===== config.mk =====
export PLATFORM = sky130hd
export DESIGN_NAME = lcd_vt_ctrl
export DESIGN_NICKNAME = d
export VERILOG_FILES = /design/src/rtl/lcd_vt_pkg.sv /design/src/rtl/pump_clock_gen.sv /design/src/rtl/lcd_vt_ctrl.sv
export SDC_FILE = /design/constraint.sdc
export NUM_CORES = 1
export LEC_CHECK = 0
export BUFFER_PORTS_ARGS = -buffer_cell sky130_fd_sc_hd__buf_2
export CAP_MARGIN = 20
export CORE_UTILIZATION = 50
export CTS_CLUSTER_DIAMETER = 100
export DETAILED_ROUTE_END_ITERATION = 6
export PLACE_DENSITY = 0.71
export SLEW_MARGIN = 5
export SYNTH_ARGS = -nofsm -noshare
export SYNTH_HDL_FRONTEND = slang
export SYNTH_SLANG_ARGS = --single-unit

===== constraint.sdc =====
create_clock -name aclk -period 10.22 [get_ports aclk]
set_input_delay 0 -clock aclk [delete_from_list [all_inputs] [get_ports aclk]]
set_output_delay 0 -clock aclk [all_outputs]
set_load 0.01 [all_outputs]

===== src/rtl/lcd_vt_pkg.sv =====
// constants, register map and timing for the lcd voltage and temperature control block
`default_nettype none
package lcd_vt_pkg;
  // register byte offsets
  localparam logic [7:0] ctrl_offset    = 8'h00;
  localparam logic [7:0] voltage_offset = 8'h04;
  localparam logic [7:0] tcomp_offset   = 8'h08;
  localparam logic [7:0] temp_offset    = 8'h0C;
  localparam logic [7:0] status_offset  = 8'h10;
  localparam logic [7:0] sample_offset  = 8'h14;
  // control field positions
  localparam int pump_enable_bit       = 0;
  localparam int pump_multiplier_bit   = 1;
  localparam int pump_frequency_bit    = 2;
  localparam int external_supply_bit   = 3;
  localparam int measurement_bit       = 4;
  localparam int filter_bit            = 5;
  localparam int compensation_bit      = 6;
  localparam int frame_rate_lsb        = 8;
  // reset values
  localparam logic [7:0]  ctrl_reset           = 8'h00;
  localparam logic [7:0]  voltage_reset        = 8'h00;
  localparam logic [7:0]  temp_reset           = 8'h40;
  localparam logic [7:0]  slope_reset          = 8'h00;
  localparam logic [4:0]  frame_reset          = 5'h00;
  // voltage scaling in millivolts
  localparam int base_mv  = 3000;
  localparam int step_mv  = 30;
  localparam int limit_mv = 9000;
  localparam logic [7:0] limit_code = 8'((limit_mv - base_mv) / step_mv);
  // timing
  localparam int clock_hz       = 100_000_000;
  localparam int conversion_us  = 5000;
  localparam int conversion_cycles = conversion_us * (clock_hz / 1_000_000);
  localparam int frame_divider  = 48;
  localparam int frames_per_update = 200;
  localparam int filter_shift   = 2;
  localparam logic [1:0] resp_okay   = 2'b00;
  localparam logic [1:0] resp_slverr = 2'b10;
  // temperature unit sequence
  typedef enum logic [1:0] {meas_idle, meas_convert, meas_wait} meas_state_t;
endpackage : lcd_vt_pkg
`default_nettype wire


===== src/rtl/pump_clock_gen.sv =====
// glitch free pump clock generator with full and half rate
`default_nettype none
module pump_clock_gen #(
  parameter int half_period = 50
) (
  // clock and reset
  input  wire logic aclk,
  input  wire logic aresetn,
  input  wire logic clk_en,
  // controls
  input  wire logic run,
  input  wire logic half_rate,
  // pump phase
  output logic      pump_phase
);
  localparam int cw = $clog2(2 * half_period + 1);
  logic [cw-1:0] count;
  logic          slow;

  // rate is resampled only while stopped or when the high phase ends, so no shortened pulse appears
  always_ff @(posedge aclk) begin
    if (!aresetn) begin
      count      <= '0;
      pump_phase <= 1'b0;
      slow       <= 1'b0;
    end else if (clk_en) begin
      if (!run) begin
        count      <= '0;
        pump_phase <= 1'b0;
        slow       <= half_rate;
      end else if (count >= cw'(slow ? 2 * half_period - 1 : half_period - 1)) begin
        count      <= '0;
        pump_phase <= ~pump_phase;
        if (pump_phase) begin
          slow <= half_rate;
        end
      end else begin
        count <= count + cw'(1);
      end
    end
  end
endmodule : pump_clock_gen
`default_nettype wire


===== src/rtl/lcd_vt_ctrl.sv =====
// lcd drive voltage generation control and temperature measurement with axi4-lite registers
`default_nettype none
// Overview of operation
// - pump runs only while enable set
// - multiplier zero doubles, one triples
// - setting is programmed value plus offset
// - each code adds 30 mV over 3 V
// - offset is signed, zero at 20 C
// - every programmed code is accepted
// - drive voltage limited to 9.0 V
// - external supply ignores compensation and code
// - frequency bit selects full or half rate
// - 8-bit temperature readable by host
// - temperature is 0.9375 code minus 40
// - conversion takes about 5 ms
// - conversions repeat while measurement enabled
// - interval derived from frame clock
// - filter enable, resets off, raw used
// - temperature resets to 20 C code
// - compensation only while enable set
// - temperature code resets to 40h
// - sum saturates at 8-bit range ends
module lcd_vt_ctrl
  import lcd_vt_pkg::*;
#(
  parameter int conv_cycles = lcd_vt_pkg::conversion_cycles,
  parameter int pump_half_period = 50,
  parameter int update_frames = lcd_vt_pkg::frames_per_update
) (
  // clock and reset
  input  wire logic        aclk,
  input  wire logic        aresetn,
  input  wire logic        clk_en,
  // axi4-lite write address
  input  wire logic [7:0]  s_axi_awaddr,
  input  wire logic        s_axi_awvalid,
  output logic             s_axi_awready,
  // axi4-lite write data
  input  wire logic [31:0] s_axi_wdata,
  input  wire logic [3:0]  s_axi_wstrb,
  input  wire logic        s_axi_wvalid,
  output logic             s_axi_wready,
  // axi4-lite write response
  output logic [1:0]       s_axi_bresp,
  output logic             s_axi_bvalid,
  input  wire logic        s_axi_bready,
  // axi4-lite read address
  input  wire logic [7:0]  s_axi_araddr,
  input  wire logic        s_axi_arvalid,
  output logic             s_axi_arready,
  // axi4-lite read data
  output logic [31:0]      s_axi_rdata,
  output logic [1:0]       s_axi_rresp,
  output logic             s_axi_rvalid,
  input  wire logic        s_axi_rready,
  // frame tick and sensor
  input  wire logic        frame_clk_pin,
  input  wire logic [7:0]  sensor_code,
  output logic             sensor_start,
  // pump and analog outputs
  output logic             pump_phase,
  output logic             pump_multiplier_select,
  output logic [7:0]       lcd_drive_voltage
);
  import lcd_vt_pkg::*;

  // -----------------------------------------------
  // register state
  // -----------------------------------------------
  logic [15:0] ctrl;
  logic [7:0]  programmed_voltage_code;
  logic [7:0]  temperature_offset_term;
  logic [7:0]  temperature_code;
  logic [7:0]  raw_sample;
  logic        pump_enable;
  logic        pump_frequency_select;
  logic        external_supply;
  logic        measurement_enable;
  logic        temperature_filter_enable;
  logic        compensation_enable;
  logic        busy;

  assign pump_enable               = ctrl[pump_enable_bit];
  assign pump_frequency_select     = ctrl[pump_frequency_bit];
  assign external_supply           = ctrl[external_supply_bit];
  assign measurement_enable        = ctrl[measurement_bit];
  assign temperature_filter_enable = ctrl[filter_bit];
  assign compensation_enable       = ctrl[compensation_bit];

  // -----------------------------------------------
  // axi4-lite write channel
  // -----------------------------------------------
  logic       aw_held;
  logic       w_held;
  logic [7:0] aw_addr;
  logic [31:0] w_data;
  logic [3:0] w_strb;
  logic       do_write;

  assign s_axi_awready = !aw_held && !s_axi_bvalid;
  assign s_axi_wready  = !w_held && !s_axi_bvalid;
  assign do_write      = aw_held && w_held && !s_axi_bvalid;

  // address and data are caught separately, in either order
  always_ff @(posedge aclk) begin
    if (!aresetn) begin
      aw_held      <= 1'b0;
      w_held       <= 1'b0;
      aw_addr      <= 8'h00;
      w_data       <= 32'h0000_0000;
      w_strb       <= 4'h0;
      s_axi_bvalid <= 1'b0;
      s_axi_bresp  <= resp_okay;
    end else if (clk_en) begin
      if (s_axi_awvalid && s_axi_awready) begin
        aw_held <= 1'b1;
        aw_addr <= s_axi_awaddr;
      end
      if (s_axi_wvalid && s_axi_wready) begin
        w_held <= 1'b1;
        w_data <= s_axi_wdata;
        w_strb <= s_axi_wstrb;
      end
      if (do_write) begin
        aw_held      <= 1'b0;
        w_held       <= 1'b0;
        s_axi_bvalid <= 1'b1;
        if (aw_addr == ctrl_offset || aw_addr == voltage_offset || aw_addr == tcomp_offset
            || aw_addr == temp_offset || aw_addr == status_offset || aw_addr == sample_offset) begin
          s_axi_bresp <= resp_okay;
        end else begin
          s_axi_bresp <= resp_slverr;
        end
      end else if (s_axi_bvalid && s_axi_bready) begin
        s_axi_bvalid <= 1'b0;
      end
    end
  end

  // control and programmed value registers
  // pump enable and multiplier take effect next edge, frequency at the end of the next high pump phase, or at once while the pump is stopped
  always_ff @(posedge aclk) begin
    if (!aresetn) begin
      ctrl                    <= {3'b000, frame_reset, ctrl_reset};
      programmed_voltage_code <= voltage_reset;
      temperature_offset_term <= slope_reset;
    end else if (clk_en && do_write) begin
      if (aw_addr == ctrl_offset) begin
        if (w_strb[0]) ctrl[7:0]  <= w_data[7:0];
        if (w_strb[1]) ctrl[15:8] <= {3'b000, w_data[12:8]};
      end else if (aw_addr == voltage_offset) begin
        if (w_strb[0]) programmed_voltage_code <= w_data[7:0];
      end else if (aw_addr == tcomp_offset) begin
        // signed offset from the slope logic
        if (w_strb[0]) temperature_offset_term <= w_data[7:0];
      end
    end
  end

  // -----------------------------------------------
  // axi4-lite read channel
  // -----------------------------------------------
  logic [31:0] read_word;

  always_comb begin
    if (s_axi_araddr == ctrl_offset) begin
      read_word = {16'h0000, ctrl};
    end else if (s_axi_araddr == voltage_offset) begin
      read_word = {24'h00_0000, programmed_voltage_code};
    end else if (s_axi_araddr == tcomp_offset) begin
      read_word = {24'h00_0000, temperature_offset_term};
    end else if (s_axi_araddr == temp_offset) begin
      read_word = {24'h00_0000, temperature_code};
    end else if (s_axi_araddr == status_offset) begin
      read_word = {23'h00_0000, busy, lcd_drive_voltage};
    end else if (s_axi_araddr == sample_offset) begin
      read_word = {24'h00_0000, raw_sample};
    end else begin
      read_word = 32'h0000_0000;
    end
  end

  assign s_axi_arready = !s_axi_rvalid;

  always_ff @(posedge aclk) begin
    if (!aresetn) begin
      s_axi_rvalid <= 1'b0;
      s_axi_rdata  <= 32'h0000_0000;
      s_axi_rresp  <= resp_okay;
    end else if (clk_en) begin
      if (s_axi_arvalid && s_axi_arready) begin
        s_axi_rvalid <= 1'b1;
        s_axi_rdata  <= read_word;
        s_axi_rresp  <= (read_word == 32'h0000_0000 && s_axi_araddr > sample_offset) ? resp_slverr : resp_okay;
      end else if (s_axi_rvalid && s_axi_rready) begin
        s_axi_rvalid <= 1'b0;
      end
    end
  end

  // -----------------------------------------------
  // frame tick synchroniser and update interval
  // -----------------------------------------------
  logic        frame_meta;
  logic        frame_sync;
  logic        frame_prev;
  logic [15:0] frame_count;
  logic        interval_due;

  // frame tick comes from the oscillator domain, so two flops first
  always_ff @(posedge aclk) begin
    if (!aresetn) begin
      frame_meta <= 1'b0;
      frame_sync <= 1'b0;
      frame_prev <= 1'b0;
    end else if (clk_en) begin
      frame_meta <= frame_clk_pin;
      frame_sync <= frame_meta;
      frame_prev <= frame_sync;
    end
  end

  // interval counted in frames, so it scales with frame rate
  always_ff @(posedge aclk) begin
    if (!aresetn) begin
      frame_count  <= 16'h0000;
      interval_due <= 1'b0;
    end else if (clk_en) begin
      interval_due <= 1'b0;
      if (!measurement_enable) begin
        frame_count <= 16'h0000;
      end else if (frame_sync && !frame_prev) begin
        if (frame_count >= 16'(update_frames - 1)) begin
          frame_count  <= 16'h0000;
          interval_due <= 1'b1;
        end else begin
          frame_count <= frame_count + 16'h0001;
        end
      end
    end
  end

  // -----------------------------------------------
  // temperature conversion sequence
  // -----------------------------------------------
  meas_state_t state;
  logic [31:0] conv_count;
  logic        sample_ready;

  assign busy = (state != meas_idle);

  always_ff @(posedge aclk) begin
    if (!aresetn) begin
      state        <= meas_idle;
      conv_count   <= 32'h0000_0000;
      sensor_start <= 1'b0;
      sample_ready <= 1'b0;
      raw_sample   <= temp_reset;
    end else if (clk_en) begin
      sensor_start <= 1'b0;
      sample_ready <= 1'b0;
      case (state)
        meas_idle: begin
          if (measurement_enable) begin
            state        <= meas_convert;
            sensor_start <= 1'b1;
            conv_count   <= 32'h0000_0000;
          end
        end
        meas_convert: begin
          if (conv_count >= 32'(conv_cycles - 1)) begin
            raw_sample   <= sensor_code;
            sample_ready <= 1'b1;
            state        <= meas_wait;
          end else begin
            conv_count <= conv_count + 32'h0000_0001;
          end
        end
        meas_wait: begin
          if (!measurement_enable) begin
            state <= meas_idle;
          end else if (interval_due) begin
            state        <= meas_convert;
            sensor_start <= 1'b1;
            conv_count   <= 32'h0000_0000;
          end
        end
        default: state <= meas_idle;
      endcase
    end
  end

  // code scale is fixed by the sensor, stored as delivered
  // filter steps a quarter toward each reading
  logic signed [9:0] filter_delta;
  assign filter_delta = $signed({2'b00, raw_sample}) - $signed({2'b00, temperature_code});

  always_ff @(posedge aclk) begin
    if (!aresetn) begin
      temperature_code <= temp_reset;
    end else if (clk_en && sample_ready) begin
      if (temperature_filter_enable) begin
        temperature_code <= 8'($signed({2'b00, temperature_code}) + (filter_delta >>> filter_shift)
                               + ((filter_delta != 10'sd0 && (filter_delta >>> filter_shift) == 10'sd0)
                                  ? (filter_delta > 0 ? 10'sd1 : -10'sd1) : 10'sd0));
      end else begin
        temperature_code <= raw_sample;
      end
    end
  end

  // -----------------------------------------------
  // voltage code
  // -----------------------------------------------
  logic signed [9:0] sum;
  logic [7:0]        next_code;

  // saturating sum, offset only when compensation on
  always_comb begin
    sum = $signed({2'b00, programmed_voltage_code})
        + (compensation_enable ? $signed({{2{temperature_offset_term[7]}}, temperature_offset_term}) : 10'sd0);
    if (sum < 10'sd0) begin
      next_code = 8'h00;
    end else if (sum > 10'sd255) begin
      next_code = 8'hFF;
    end else begin
      next_code = sum[7:0];
    end
  end

  // code is 3 V plus 30 mV steps, clamped at 9.0 V
  always_ff @(posedge aclk) begin
    if (!aresetn) begin
      lcd_drive_voltage      <= voltage_reset;
      pump_multiplier_select <= 1'b0;
    end else if (clk_en) begin
      pump_multiplier_select <= ctrl[pump_multiplier_bit];
      if (external_supply) begin
        lcd_drive_voltage <= 8'h00;
      end else if (next_code > limit_code) begin
        lcd_drive_voltage <= limit_code;
      end else begin
        lcd_drive_voltage <= next_code;
      end
    end
  end

  pump_clock_gen #(
    .half_period (pump_half_period)
  ) pump_clk (
    .aclk       (aclk),
    .aresetn    (aresetn),
    .clk_en     (clk_en),
    .run        (pump_enable && !external_supply),
    .half_rate  (pump_frequency_select),
    .pump_phase (pump_phase)
  );

  // -----------------------------------------------
  // checks
  // -----------------------------------------------
  chk_clamp_limit: assert property (@(posedge aclk) disable iff (!aresetn) lcd_drive_voltage <= limit_code)
    else $error("drive code above limit");
  chk_pump_stopped: assert property (@(posedge aclk) disable iff (!aresetn)
    (!pump_enable && clk_en) [*3] |-> !pump_phase)
    else $error("pump toggles while disabled");
  chk_external_zero: assert property (@(posedge aclk) disable iff (!aresetn)
    (external_supply && clk_en) |=> lcd_drive_voltage == 8'h00)
    else $error("code driven with external supply");
  chk_no_comp: assert property (@(posedge aclk) disable iff (!aresetn)
    (!compensation_enable && !external_supply && clk_en && programmed_voltage_code <= limit_code)
    |=> lcd_drive_voltage == $past(programmed_voltage_code))
    else $error("offset applied while compensation off");
  chk_saturate_low: assert property (@(posedge aclk) disable iff (!aresetn)
    (sum < 10'sd0) |-> next_code == 8'h00)
    else $error("sum wrapped below zero");
  chk_conv_start: assert property (@(posedge aclk) disable iff (!aresetn)
    (clk_en && state == meas_idle && measurement_enable) |=> sensor_start && state == meas_convert)
    else $error("conversion not started");
  chk_raw_path: assert property (@(posedge aclk) disable iff (!aresetn)
    (clk_en && sample_ready && !temperature_filter_enable) |=> temperature_code == $past(raw_sample))
    else $error("raw reading not used");
  chk_mult_follow: assert property (@(posedge aclk) disable iff (!aresetn)
    clk_en |=> pump_multiplier_select == $past(ctrl[pump_multiplier_bit]))
    else $error("multiplier not following control");
endmodule : lcd_vt_ctrl
`default_nettype wire


Word-level counts from Yosys, hierarchy flattened
Index checks and enable logic that the tools add are counted.

storage, ports and cells
  flip-flop bits (word level) = 182
  bits in latches = 0
  memory bits (writable) = 0
  memory bits (read-only) = 0
  input port bits = 69
  output and inout port bits = 52
  logic and storage cells = 179
  memories = 0

operators by class
  add/subtract/negate cells = 7
  multiply operators = 0
  div/mod/pow operators = 0
  magnitude comparators = 8
  eq/ne operators = 21
  shifts and indexed selects = 0
  multiplexer cells = 54
  bitwise gates (word level) = 3
  reduce and logical (&&, ||, !) cells = 56

operators with widths
  kind                   number
  $mux 32                4
  $pmux 32 s3            1
  $mux 8                 8
  $mux 16                3
  $mux 9                 4
  $add 32x1->32 const B  1
  $eq 8x4->1 const B     4
  $eq 8x5->1 const B     4
  $ge 32x19->1 const B   1
  $logic_not 32->1       1
  $mux 1                 21
  $mux 7                 3
  $reduce_and 2->1       10
  $add 16x1->16 const B  1
  $eq 8x3->1 const B     2
  $ge 16x8->1 const B    1
  $logic_not 8->1        2
  $logic_and 1x1->1      15
  $ne 2x2->1 const B     7
  $mux 13                1
  $mux 2                 6
  $reduce_and 3->1       4
  $add 9x10->10          1
  $gt 10x9->1 const B    1
  other kinds (27)       43

Longest topological paths before layout
Gate-level depths: netlist (run 1).

  word-level depth = 10
  mapped depth = 23
  gate-level depth less buffers = 23

Modules after synthesis
A second synthesis (run 1) with hierarchy kept.

second synthesis, totals
  cells, all modules = 958
  area total of the unflattened synthesis = 8219.1 sq um

by module, submodules not included
  module          times used  cells an instance  area an instance (sq um)  sequential area each (sq um)
  lcd_vt_ctrl     1           906                7754.9                    3042.9
  pump_clock_gen  1           52                 464.2                     180.2

Worst setup path after synthesis (run 1)
No wires, ideal clock.

  kind = reg2reg
  start = reg raw_sample[0]
  end = reg temperature_code[7]
  library setup time = 0.070 ns
  arrival time = 4.437 ns
  required time = 10.150 ns
  setup slack = 5.713 ns
  cell stages (with the launch flop) = 24
  buffers on the path = 0
  period minus slack after synthesis = 4.507 ns
  path through = dfxtp_1 -> inv_1 -> ha_1 -> inv_1 -> fa_1 -> a21o_1 -> a21oi_1 -> o21ai_1 -> nor2_1 -> xnor2_1 -> or4_1 -> or3_1 -> fa_1 -> inv_1 -> ha_1 -> inv_1 -> fa_1 -> nor2b_1 -> o21ai_0 -> a211o_1 -> o211ai_1 -> xor2_1 -> a211o_1 -> a21oi_1

between the ends
  longest elaborated chain between the ends = 6
  elaborated cells between the ends (all ways) = 10
  those cells by class = add/sub (3); order compare (1); mux (3); reduce/logical (3)

ends and longest elaborated chain
  item                                         RTL line                                source
  start, declared                              lcd_vt_ctrl.sv:74                       logic [7:0] raw_sample;
  start signal, assigned                       lcd_vt_ctrl.sv:258                      raw_sample <= temp_reset;
  start signal, assigned                       lcd_vt_ctrl.sv:272                      raw_sample <= sensor_code;
  $sub 8x8->9 *                                lcd_vt_ctrl.sv:296                      assign filter_delta = $signed({2'b00, raw_sample}) - $signed({2'b00, temperature_code});
  $gt 9x1->1, or another cell as far along     lcd_vt_ctrl.sv:305                      ? (filter_delta > 0 ? 10'sd1 : -10'sd1) : 10'sd0));
  $mux 8 or $logic_and 1x1->1 (tied branches)  lcd_vt_ctrl.sv:305, lcd_vt_ctrl.sv:304
  $mux 8                                       lcd_vt_ctrl.sv:305
  $add 8x8->8 *                                lcd_vt_ctrl.sv:304                      + ((filter_delta != 10'sd0 && (filter_delta >>> filter_shift) == 10'sd0)
  $mux 8 *                                     lcd_vt_ctrl.sv:302                      if (temperature_filter_enable) begin
  end signal, assigned                         lcd_vt_ctrl.sv:300                      temperature_code <= temp_reset;
  end signal, assigned                         lcd_vt_ctrl.sv:303                      temperature_code <= 8'($signed({2'b00, temperature_code}) + (filter_delta >>> filter_shift)
  end signal, assigned                         lcd_vt_ctrl.sv:307                      temperature_code <= raw_sample;
  end, declared                                lcd_vt_ctrl.sv:73                       logic [7:0] temperature_code;

Every way passes the cells marked *; elsewhere a longest branch is shown, timed or not.
A chain may end at the register's enable or synchronous reset.

Worst setup path after layout (run 1)
Same ends and word-level chain as after synthesis.

==> metrics.md, run 1 <==
| Metric | Value |
|---|---|
| Clk root buf | clkbuf_16 |
| Slowest stage delay, CP | 470 ps |
| Synthesis-to-layout area growth | 18.28% |
| Synthesized flop and latch total | 161 |
| Worst-path cell chain | inv_1, ha_1, inv_1, fa_1, a21o_1, a21oi_1, o21ai_1, nor2_1, xnor2_1, or4_1, or3_1, fa_1, inv_1, ha_1, inv_1, fa_1, nor2b_1, o21ai_0, a21oi_1, o211ai_1, xor2_1, a211o_1, a21oi_1 |
| CTS max path bufs | 2 |
| F_max | 202.2 MHz |
| TritonCTS clock tree | done |
| Core ar. | 15,430 um^2 |
| Nets | 1,149 |
| Prevailing post-synth register cell | dfxtp_1 |
| Routed WL | 18,860 um |
| Outcome | complete, no violations |
| Final Max Tran Viols | 0 |
| Die width | 128.8 um |
| Mapped Area | 8038 um^2 |
| Rows | 45 |
| HP Class | in2reg |
| Critical-path maximum fanout | 3 |
| ANT cells | 0 |
| TritonCTS Buffers | 17 |
| CP top delay family | adder cells |
| TritonRoute pass-1 iters | 5 |
| Post-route setup TNS | 0 ps |
| CP Launch Type | register |
| Final Hold Violating Endpoints | 0 |
| Clock transition at the registers of the reported paths | 70 ps |
| WS Path Type | reg2reg |
| Layout Skew | 9.426 ps |
| Initial core utilization | 52.10% |
| # IOs | 121 |
| Syn. warnings | 0 |
| Top-count cell post-synth | dfxtp_1 |
| Synthesized area per cell | 8.560 um^2 |
| RSZ-0062 raised after global routing | no |
| Stages on the worst setup path | 23 |
| Port Buffers | 78 |
| Worst skew pair latency | 430 ps |
| # clock sinks | 161 |
| Ys async rst share | 0% |
| Grt total ovfl | 0 |
| Share of the synthesized area in the top cell type | 40.10% |
| Filler Cells Inserted | 1,383 |
| Post-Syn Instances | 939 |
| First-pass GRT wire length | 30,570 um |
| VDD IR max | 0.1347 mV |
| Number of distinct library cells after synthesis | 64 |
| Post-synth top cells | 161 x dfxtp_1, 124 x nor2_1, 102 x nand2_1 |
| Starting DRC count in detailed routing | 401 |
| Final HPWL DP | 12,850 um |
| Routed len/inst | 14.91 um |
| DIE AREA | 16,590 um^2 |
| Post-CTS sizing | 0 |
| Hold depth | 4 |
| CP most frequent cell | inv_1 |
| Biggest area consumer among synthesized cells | dfxtp_1 |
| Critical path buffers and inverters | 4 |
| Final setup viols | 0 |
| Slew headroom | 24.66% |
| DR vias | 6,744 |
| Fin crit period | 4946 ps |
| H-tree levels | 4 |
| Sequential cell area fraction in the yosys report | 40.10% |
| Vias in the first global route | 6,332 |
| Post-synth EDFFs | 0 |
| Power density over the cells | 146.3 nW/um^2 |
| Period utilization | 48.39% |
| Initial antenna violation count | 0 |
| Synth top area cells | dfxtp_1 40%, mux2i_1 6.6%, nor2_1 5.8% |
| Slew @ Worst Pin | 1130 ps |
| Max Cap Viol | 0 |
| Die Ht | 128.8 um |
| Largest net degree at the start of global routing | 107 |
| GP Congestion | 0.8985 |
| Via density | 5.331 |
| CP max-delay cell | or4_1 |
| Reg2reg path depth | 23 |
| Req. time, crit path | 10,570 ps |
| Residual DRC | 0 |
| Type of element capturing the critical path | register |
| Final Power | 1.391 mW |
| Layout cell share with drive strength beyond 1 | 12.62% |
| GRT Util Overall | 23.60% |
| WP data arrival | 5290 ps |
| Final core occ | 61.62% |
| Leakage | 3.861 nW |
| Post-DRT Antenna Nets | 0 |
-- worst paths after layout --
| check | endpoint | start | slack [ps] |
|---|---|---|---|
| setup / recovery | temperature_code[7]$_SDFFE_PN0P_ | raw_sample[0]$_SDFFE_PN0P_ | 5270 |
| hold / removal | aw_addr[6]$_SDFFE_PN0P_ | s_axi_awvalid | 130 |
| hold reg to reg | s_axi_rdata[6]$_SDFFE_PN0P_ | s_axi_rdata[6]$_SDFFE_PN0P_ | 450 |
| setup reg to reg | temperature_code[7]$_SDFFE_PN0P_ | raw_sample[0]$_SDFFE_PN0P_ | 5270 |
-- routing by layer --
layer / vias to the layer above / GRT usage [%] / part of all wire (%)
li1: 3415 / - / -
met1: 3164 / 29.97 / 48
met4: 0 / 6.090 / 1.1
met3: 18 / 6.029 / 4.3
met5: - / 0 / 0
met2: 147 / 39.84 / 47
-- kinds of logic after synthesis --
logic type | Yosys count | synth area share [%]
AO/OA/AOI/OAI | 180 | 13.98
multiplexers | 61 | 7.721
flip-flops | 161 | 40.10
AND/OR/NAND/NOR | 359 | 21.33
other | 2 | 0.09343
buffers and inverters | 98 | 5.620
adder cells (fa/ha/maj) | 39 | 6.912
XOR/XNOR | 39 | 4.250
-- per-stage QoR --
| stage | area (um^2) | worst slack (ps) | hold slack [ps] | std cells |
|---|---|---|---|---|
| after floorplan | 8128 | 5713 | 128.5 | 963 |
| after global placement | 8489 | 5369 | 223.3 | 1194 |
| after detailed placement | 8489 | 5291 | 224.4 | 1194 |
| after CTS | 9507 | 5270 | 113.9 | 1265 |
| after global routing | 9507 | 5010 | 131.4 | 1265 |
| final | 9507 | 5274 | 125.8 | 1265 |
-- what timing repair did --
item,CTS,global route
endpoints found under the setup margin,0,0
hold endpoints to repair,36,0
hold buffers,39,0
buffers inserted,0,0
-- worst register-to-register path, stage by stage (launching register included) --
cell	delay, ps
dfxtp_1	330
inv_1	80
ha_1	160
inv_1	50
fa_1	400
a21o_1	170
a21oi_1	240
o21ai_1	130
nor2_1	120
xnor2_1	110
or4_1	470
or3_1	340
fa_1	370
inv_1	70
ha_1	160
inv_1	60
fa_1	390
nor2b_1	120
o21ai_0	140
a21oi_1	220
o211ai_1	140
xor2_1	180
a211o_1	300
a21oi_1	110
-- power breakdown --
part           leakage [nW]  switching [mW]  internal (mW)
sequential             1.30         0.00551          0.634
clock                 0.305           0.280          0.399
combinational          2.26          0.0432         0.0295
total                  3.86           0.329           1.06
-- registers in the layout, summed over array words and instances (netlist names), 2 cells and up --
name	count
conv_count	32
frame_count	16
ctrl	13
s_axi_rdata	13
w_data	13
aw_addr	8
lcd_drive_voltage	8
programmed_voltage_code	8
raw_sample	8
temperature_code	8
temperature_offset_term	8
pump_clk.count	7
state	2
w_strb	2
-- cell usage in the layout (no fill, tap or decap), types with 10 or more instances in the layout --
| cell type | instances |
|---|---|
| dfxtp_1 | 161 |
| nor2_1 | 124 |
| nand2_1 | 102 |
| buf_2 | 78 |
| a21oi_1 | 75 |
| mux2i_1 | 53 |
| dlygate4sd3_1 | 39 |
| inv_1 | 37 |
| ha_1 | 30 |
| xor2_1 | 27 |
| conb_1 | 26 |
| nand3_1 | 22 |
| and2_1 | 21 |
| o22ai_1 | 17 |
| clkbuf_16 | 17 |
| and3_1 | 16 |
| o211ai_1 | 15 |
| nor3_1 | 13 |
| o21ai_1 | 12 |
| xnor2_1 | 12 |
| o21ai_0 | 10 |
-- final cells by class --
type / count / area (um^2) / share of cell area (%)
inverter: 38 / 143.9 / 1.514
clock buffer: 18 / 439.2 / 4.620
sequential: 161 / 3223 / 33.90
clock inverter: 14 / 187.7 / 1.974
multi-input combinational: 704 / 4453 / 46.84
timing repair buffer: 119 / 795.8 / 8.371
tap: 211 / 264.0 / 2.777
Power figures use the tool's default switching activity.
==> run 2: changes to the inputs <==
==> constraint.sdc (replaced) <==
create_clock -name aclk -period 5.1 [get_ports aclk]
set_input_delay 0 -clock aclk [delete_from_list [all_inputs] [get_ports aclk]]
set_output_delay 0 -clock aclk [all_outputs]
set_load 0.01 [all_outputs]
==> metrics.md, run 2 (same netlist as run 1, synthesis figures left out) <==
| Metric | Value |
|---|---|
| Outcome | complete, no violations (unchanged) |
| HP Class | in2reg (unchanged) |
| Initial antenna violation count | 0 (unchanged) |
| Req. time, crit path | 5450 ps (was 10,570 ps) |
| Grt total ovfl | 0 (unchanged) |
| Initial core utilization | 52.10% (unchanged) |
| Routed WL | 19,200 um (was 18,860 um) |
| Routed len/inst | 15.18 um (was 14.91 um) |
| Layout Skew | 7.769 ps (was 9.426 ps) |
| ANT cells | 0 (unchanged) |
| H-tree levels | 4 (unchanged) |
| CTS max path bufs | 2 (unchanged) |
| Via density | 5.415 (was 5.331) |
| CP max-delay cell | or4_1 (unchanged) |
| Die width | 128.8 um (unchanged) |
| TritonRoute pass-1 iters | 6 (was 5) |
| Leakage | 3.857 nW (was 3.861 nW) |
| Worst hold path startpoint | s_axi_awvalid (unchanged) |
| Final Hold Violating Endpoints | 0 (unchanged) |
| Port Buffers | 78 (unchanged) |
| Worst skew pair latency | 430 ps (about the same) |
| Residual DRC | 0 (unchanged) |
| Largest regs | conv_count x32, frame_count x16 (unchanged) |
| Vias in the first global route | 6,377 (was 6,332) |
| Nets | 1,149 (unchanged) |
| Largest register by flop count | conv_count (unchanged) |
| DR vias | 6,850 (was 6,744) |
| Placed instance count | 1,194 (unchanged) |
| Slowest stage delay, CP | 450 ps (was 470 ps) |
| Max Cap Viol | 0 (unchanged) |
| CP top delay family | adder cells (unchanged) |
| Reg2reg path depth | 23 (unchanged) |
| F_max | 212.8 MHz (was 202.2 MHz) |
| # clock sinks | 161 (unchanged) |
| FF-to-FF End | temperature_code[7]$_SDFFE_PN0P_ (unchanged) |
| Worst-path cell chain | inv_1, ha_2, inv_1, fa_2, a21o_1, a21oi_2, o21ai_1, nor2_1, xnor2_1, or4_1, or3_1, fa_1, inv_1, ha_1, inv_1, fa_1, nor2b_1, o21ai_1, a211o_1, o211ai_1, xor2_1, a211o_1, a21oi_1 (was inv_1, ha_1, inv_1, fa_1, a21o_1, a21oi_1, o21ai_1, nor2_1, xnor2_1, or4_1, or3_1, fa_1, inv_1, ha_1, inv_1, fa_1, nor2b_1, o21ai_0, a21oi_1, o211ai_1, xor2_1, a211o_1, a21oi_1) |
| VDD IR max | 0.2599 mV (was 0.1347 mV) |
| Synthesis-to-layout area growth | 18.42% (was 18.28%) |
| GP Congestion | 0.8505 (was 0.8985) |
| Final Power | 2.785 mW (was 1.391 mW) |
| CP most frequent cell | inv_1 (unchanged) |
| Slew headroom | 43.62% (was 24.66%) |
| # IOs | 121 (unchanged) |
| Core ar. | 15,430 um^2 (unchanged) |
| Starting DRC count in detailed routing | 424 (was 401) |
| Filler Cells Inserted | 1,378 (was 1,383) |
| WS Path Type | reg2reg (unchanged) |
| FF-to-FF Start | raw_sample[0]$_SDFFE_PN0P_ (unchanged) |
| Reg2Reg Setup Slack | 400 ps (was 5270 ps) |
| Non-filler cells, final | 1,265 (unchanged) |
| Final HPWL DP | 13,190 um (was 12,850 um) |
| Critical-path maximum fanout | 3 (unchanged) |
| CP Launch Type | register (unchanged) |
| Power density over the cells | 292.6 nW/um^2 (was 146.3 nW/um^2) |
| TritonCTS Buffers | 17 (unchanged) |
| Most frequent cells in the layout | 161 x dfxtp_1, 124 x nor2_1, 102 x nand2_1 (unchanged) |
| Layout cell share with drive strength beyond 1 | 13.00% (was 12.62%) |
| Final Max Tran Viols | 0 (unchanged) |
| Critical path buffers and inverters | 4 (unchanged) |
| Clock transition at the registers of the reported paths | 70 ps (about the same) |
| Slew @ Worst Pin | 837.9 ps (was 1130 ps) |
| First-pass GRT wire length | 31,640 um (was 30,570 um) |
| GRT Util Overall | 24.37% (was 23.60%) |
| Max FFs per register | 32 (unchanged) |
| Largest net degree at the start of global routing | 59 (was 107) |
| Leading cell type in the layout, fill and taps excluded | dfxtp_1 (unchanged) |
| Type of element capturing the critical path | register (unchanged) |
| Rows | 45 (unchanged) |
| Clk root buf | clkbuf_16 (unchanged) |
| WP data arrival | 5050 ps (was 5290 ps) |
| Post-DRT Antenna Nets | 0 (unchanged) |
| Post-route setup TNS | 0 ps (unchanged) |
| TritonCTS clock tree | done (unchanged) |
| Die Ht | 128.8 um (unchanged) |
| Hold depth | 4 (unchanged) |
| Fin crit period | 4699 ps (was 4946 ps) |
| Period utilization | 92.14% (was 48.39%) |
| Hold Path Sink | aw_addr[3]$_SDFFE_PN0P_ (was aw_addr[6]$_SDFFE_PN0P_) |
| DIE AREA | 16,590 um^2 (unchanged) |
| Final setup viols | 0 (unchanged) |
## run 2: final cells by class
class | count | area, um^2 | area share (%)
clock buffer | 18 | 439.2 | 4.614
clock inverter | 14 | 192.7 | 2.024
inverter | 38 | 143.9 | 1.512
multi-input combinational | 704 | 4462 | 46.88
sequential | 161 | 3223 | 33.86
tap | 211 | 264.0 | 2.774
timing repair buffer | 119 | 793.3 | 8.334
## run 2: per-layer routing
layer / GRT usage, % / part of all wire, %
met3: 5.198 / 4.2
met2: 40.19 / 47
met5: 0 / 0
met1: 32.40 / 48
met4: 6.298 / 1.1
## run 2: how the worst max path moves through the flow
stage	slack (ps)	end	from	cells after the start
2_1_floorplan	590	temperature_code[7]$_SDFFE_PN0P_	raw_sample[0]$_SDFFE_PN0P_	23
3_3_place_gp	370	temperature_code[7]$_SDFFE_PN0P_	temperature_code[0]$_SDFFE_PN0P_	22
3_5_place_dp	290	temperature_code[7]$_SDFFE_PN0P_	temperature_code[0]$_SDFFE_PN0P_	22
4_1_cts	220	temperature_code[7]$_SDFFE_PN0P_	raw_sample[0]$_SDFFE_PN0P_	23
5_1_grt	-10	temperature_code[7]$_SDFFE_PN0P_	raw_sample[0]$_SDFFE_PN0P_	23
6_report	400	temperature_code[7]$_SDFFE_PN0P_	raw_sample[0]$_SDFFE_PN0P_	23
## run 2: metrics by stage
step	instance area [um^2]	hold WS [ps]	worst slack, ps	util [%]
2_1_floorplan	8128	128.5	593.1	-
3_3_place_gp	8489	220.8	367.7	55.03
5_1_grt	9518	143.5	-13.01	61.70
3_5_place_dp	8489	224.8	290.6	55.03
4_1_cts	9502	128.5	220.0	61.59
6_report	9518	134.6	400.7	61.70
## run 2: power breakdown
part	total [mW]	internal, mW	switching [mW]
clock	1.36	0.799	0.558
combinational	0.147	0.0587	0.0881
sequential	1.28	1.27	0.0114
## run 2: worst min-delay path: cells and delay by family
family / cells / cell delay [ps]
and+or+nand+nor: 2 / 360
buffers and inverters: 1 / 100
AOI/OAI and AO/OA: 1 / 50
## run 2: repair_timing
item                                    CTS  global route
buffers inserted                          0             1
endpoints found under the setup margin    0             1
hold buffers                             38             0
resized for setup                         0             4
endpoints found under the hold margin    36             0
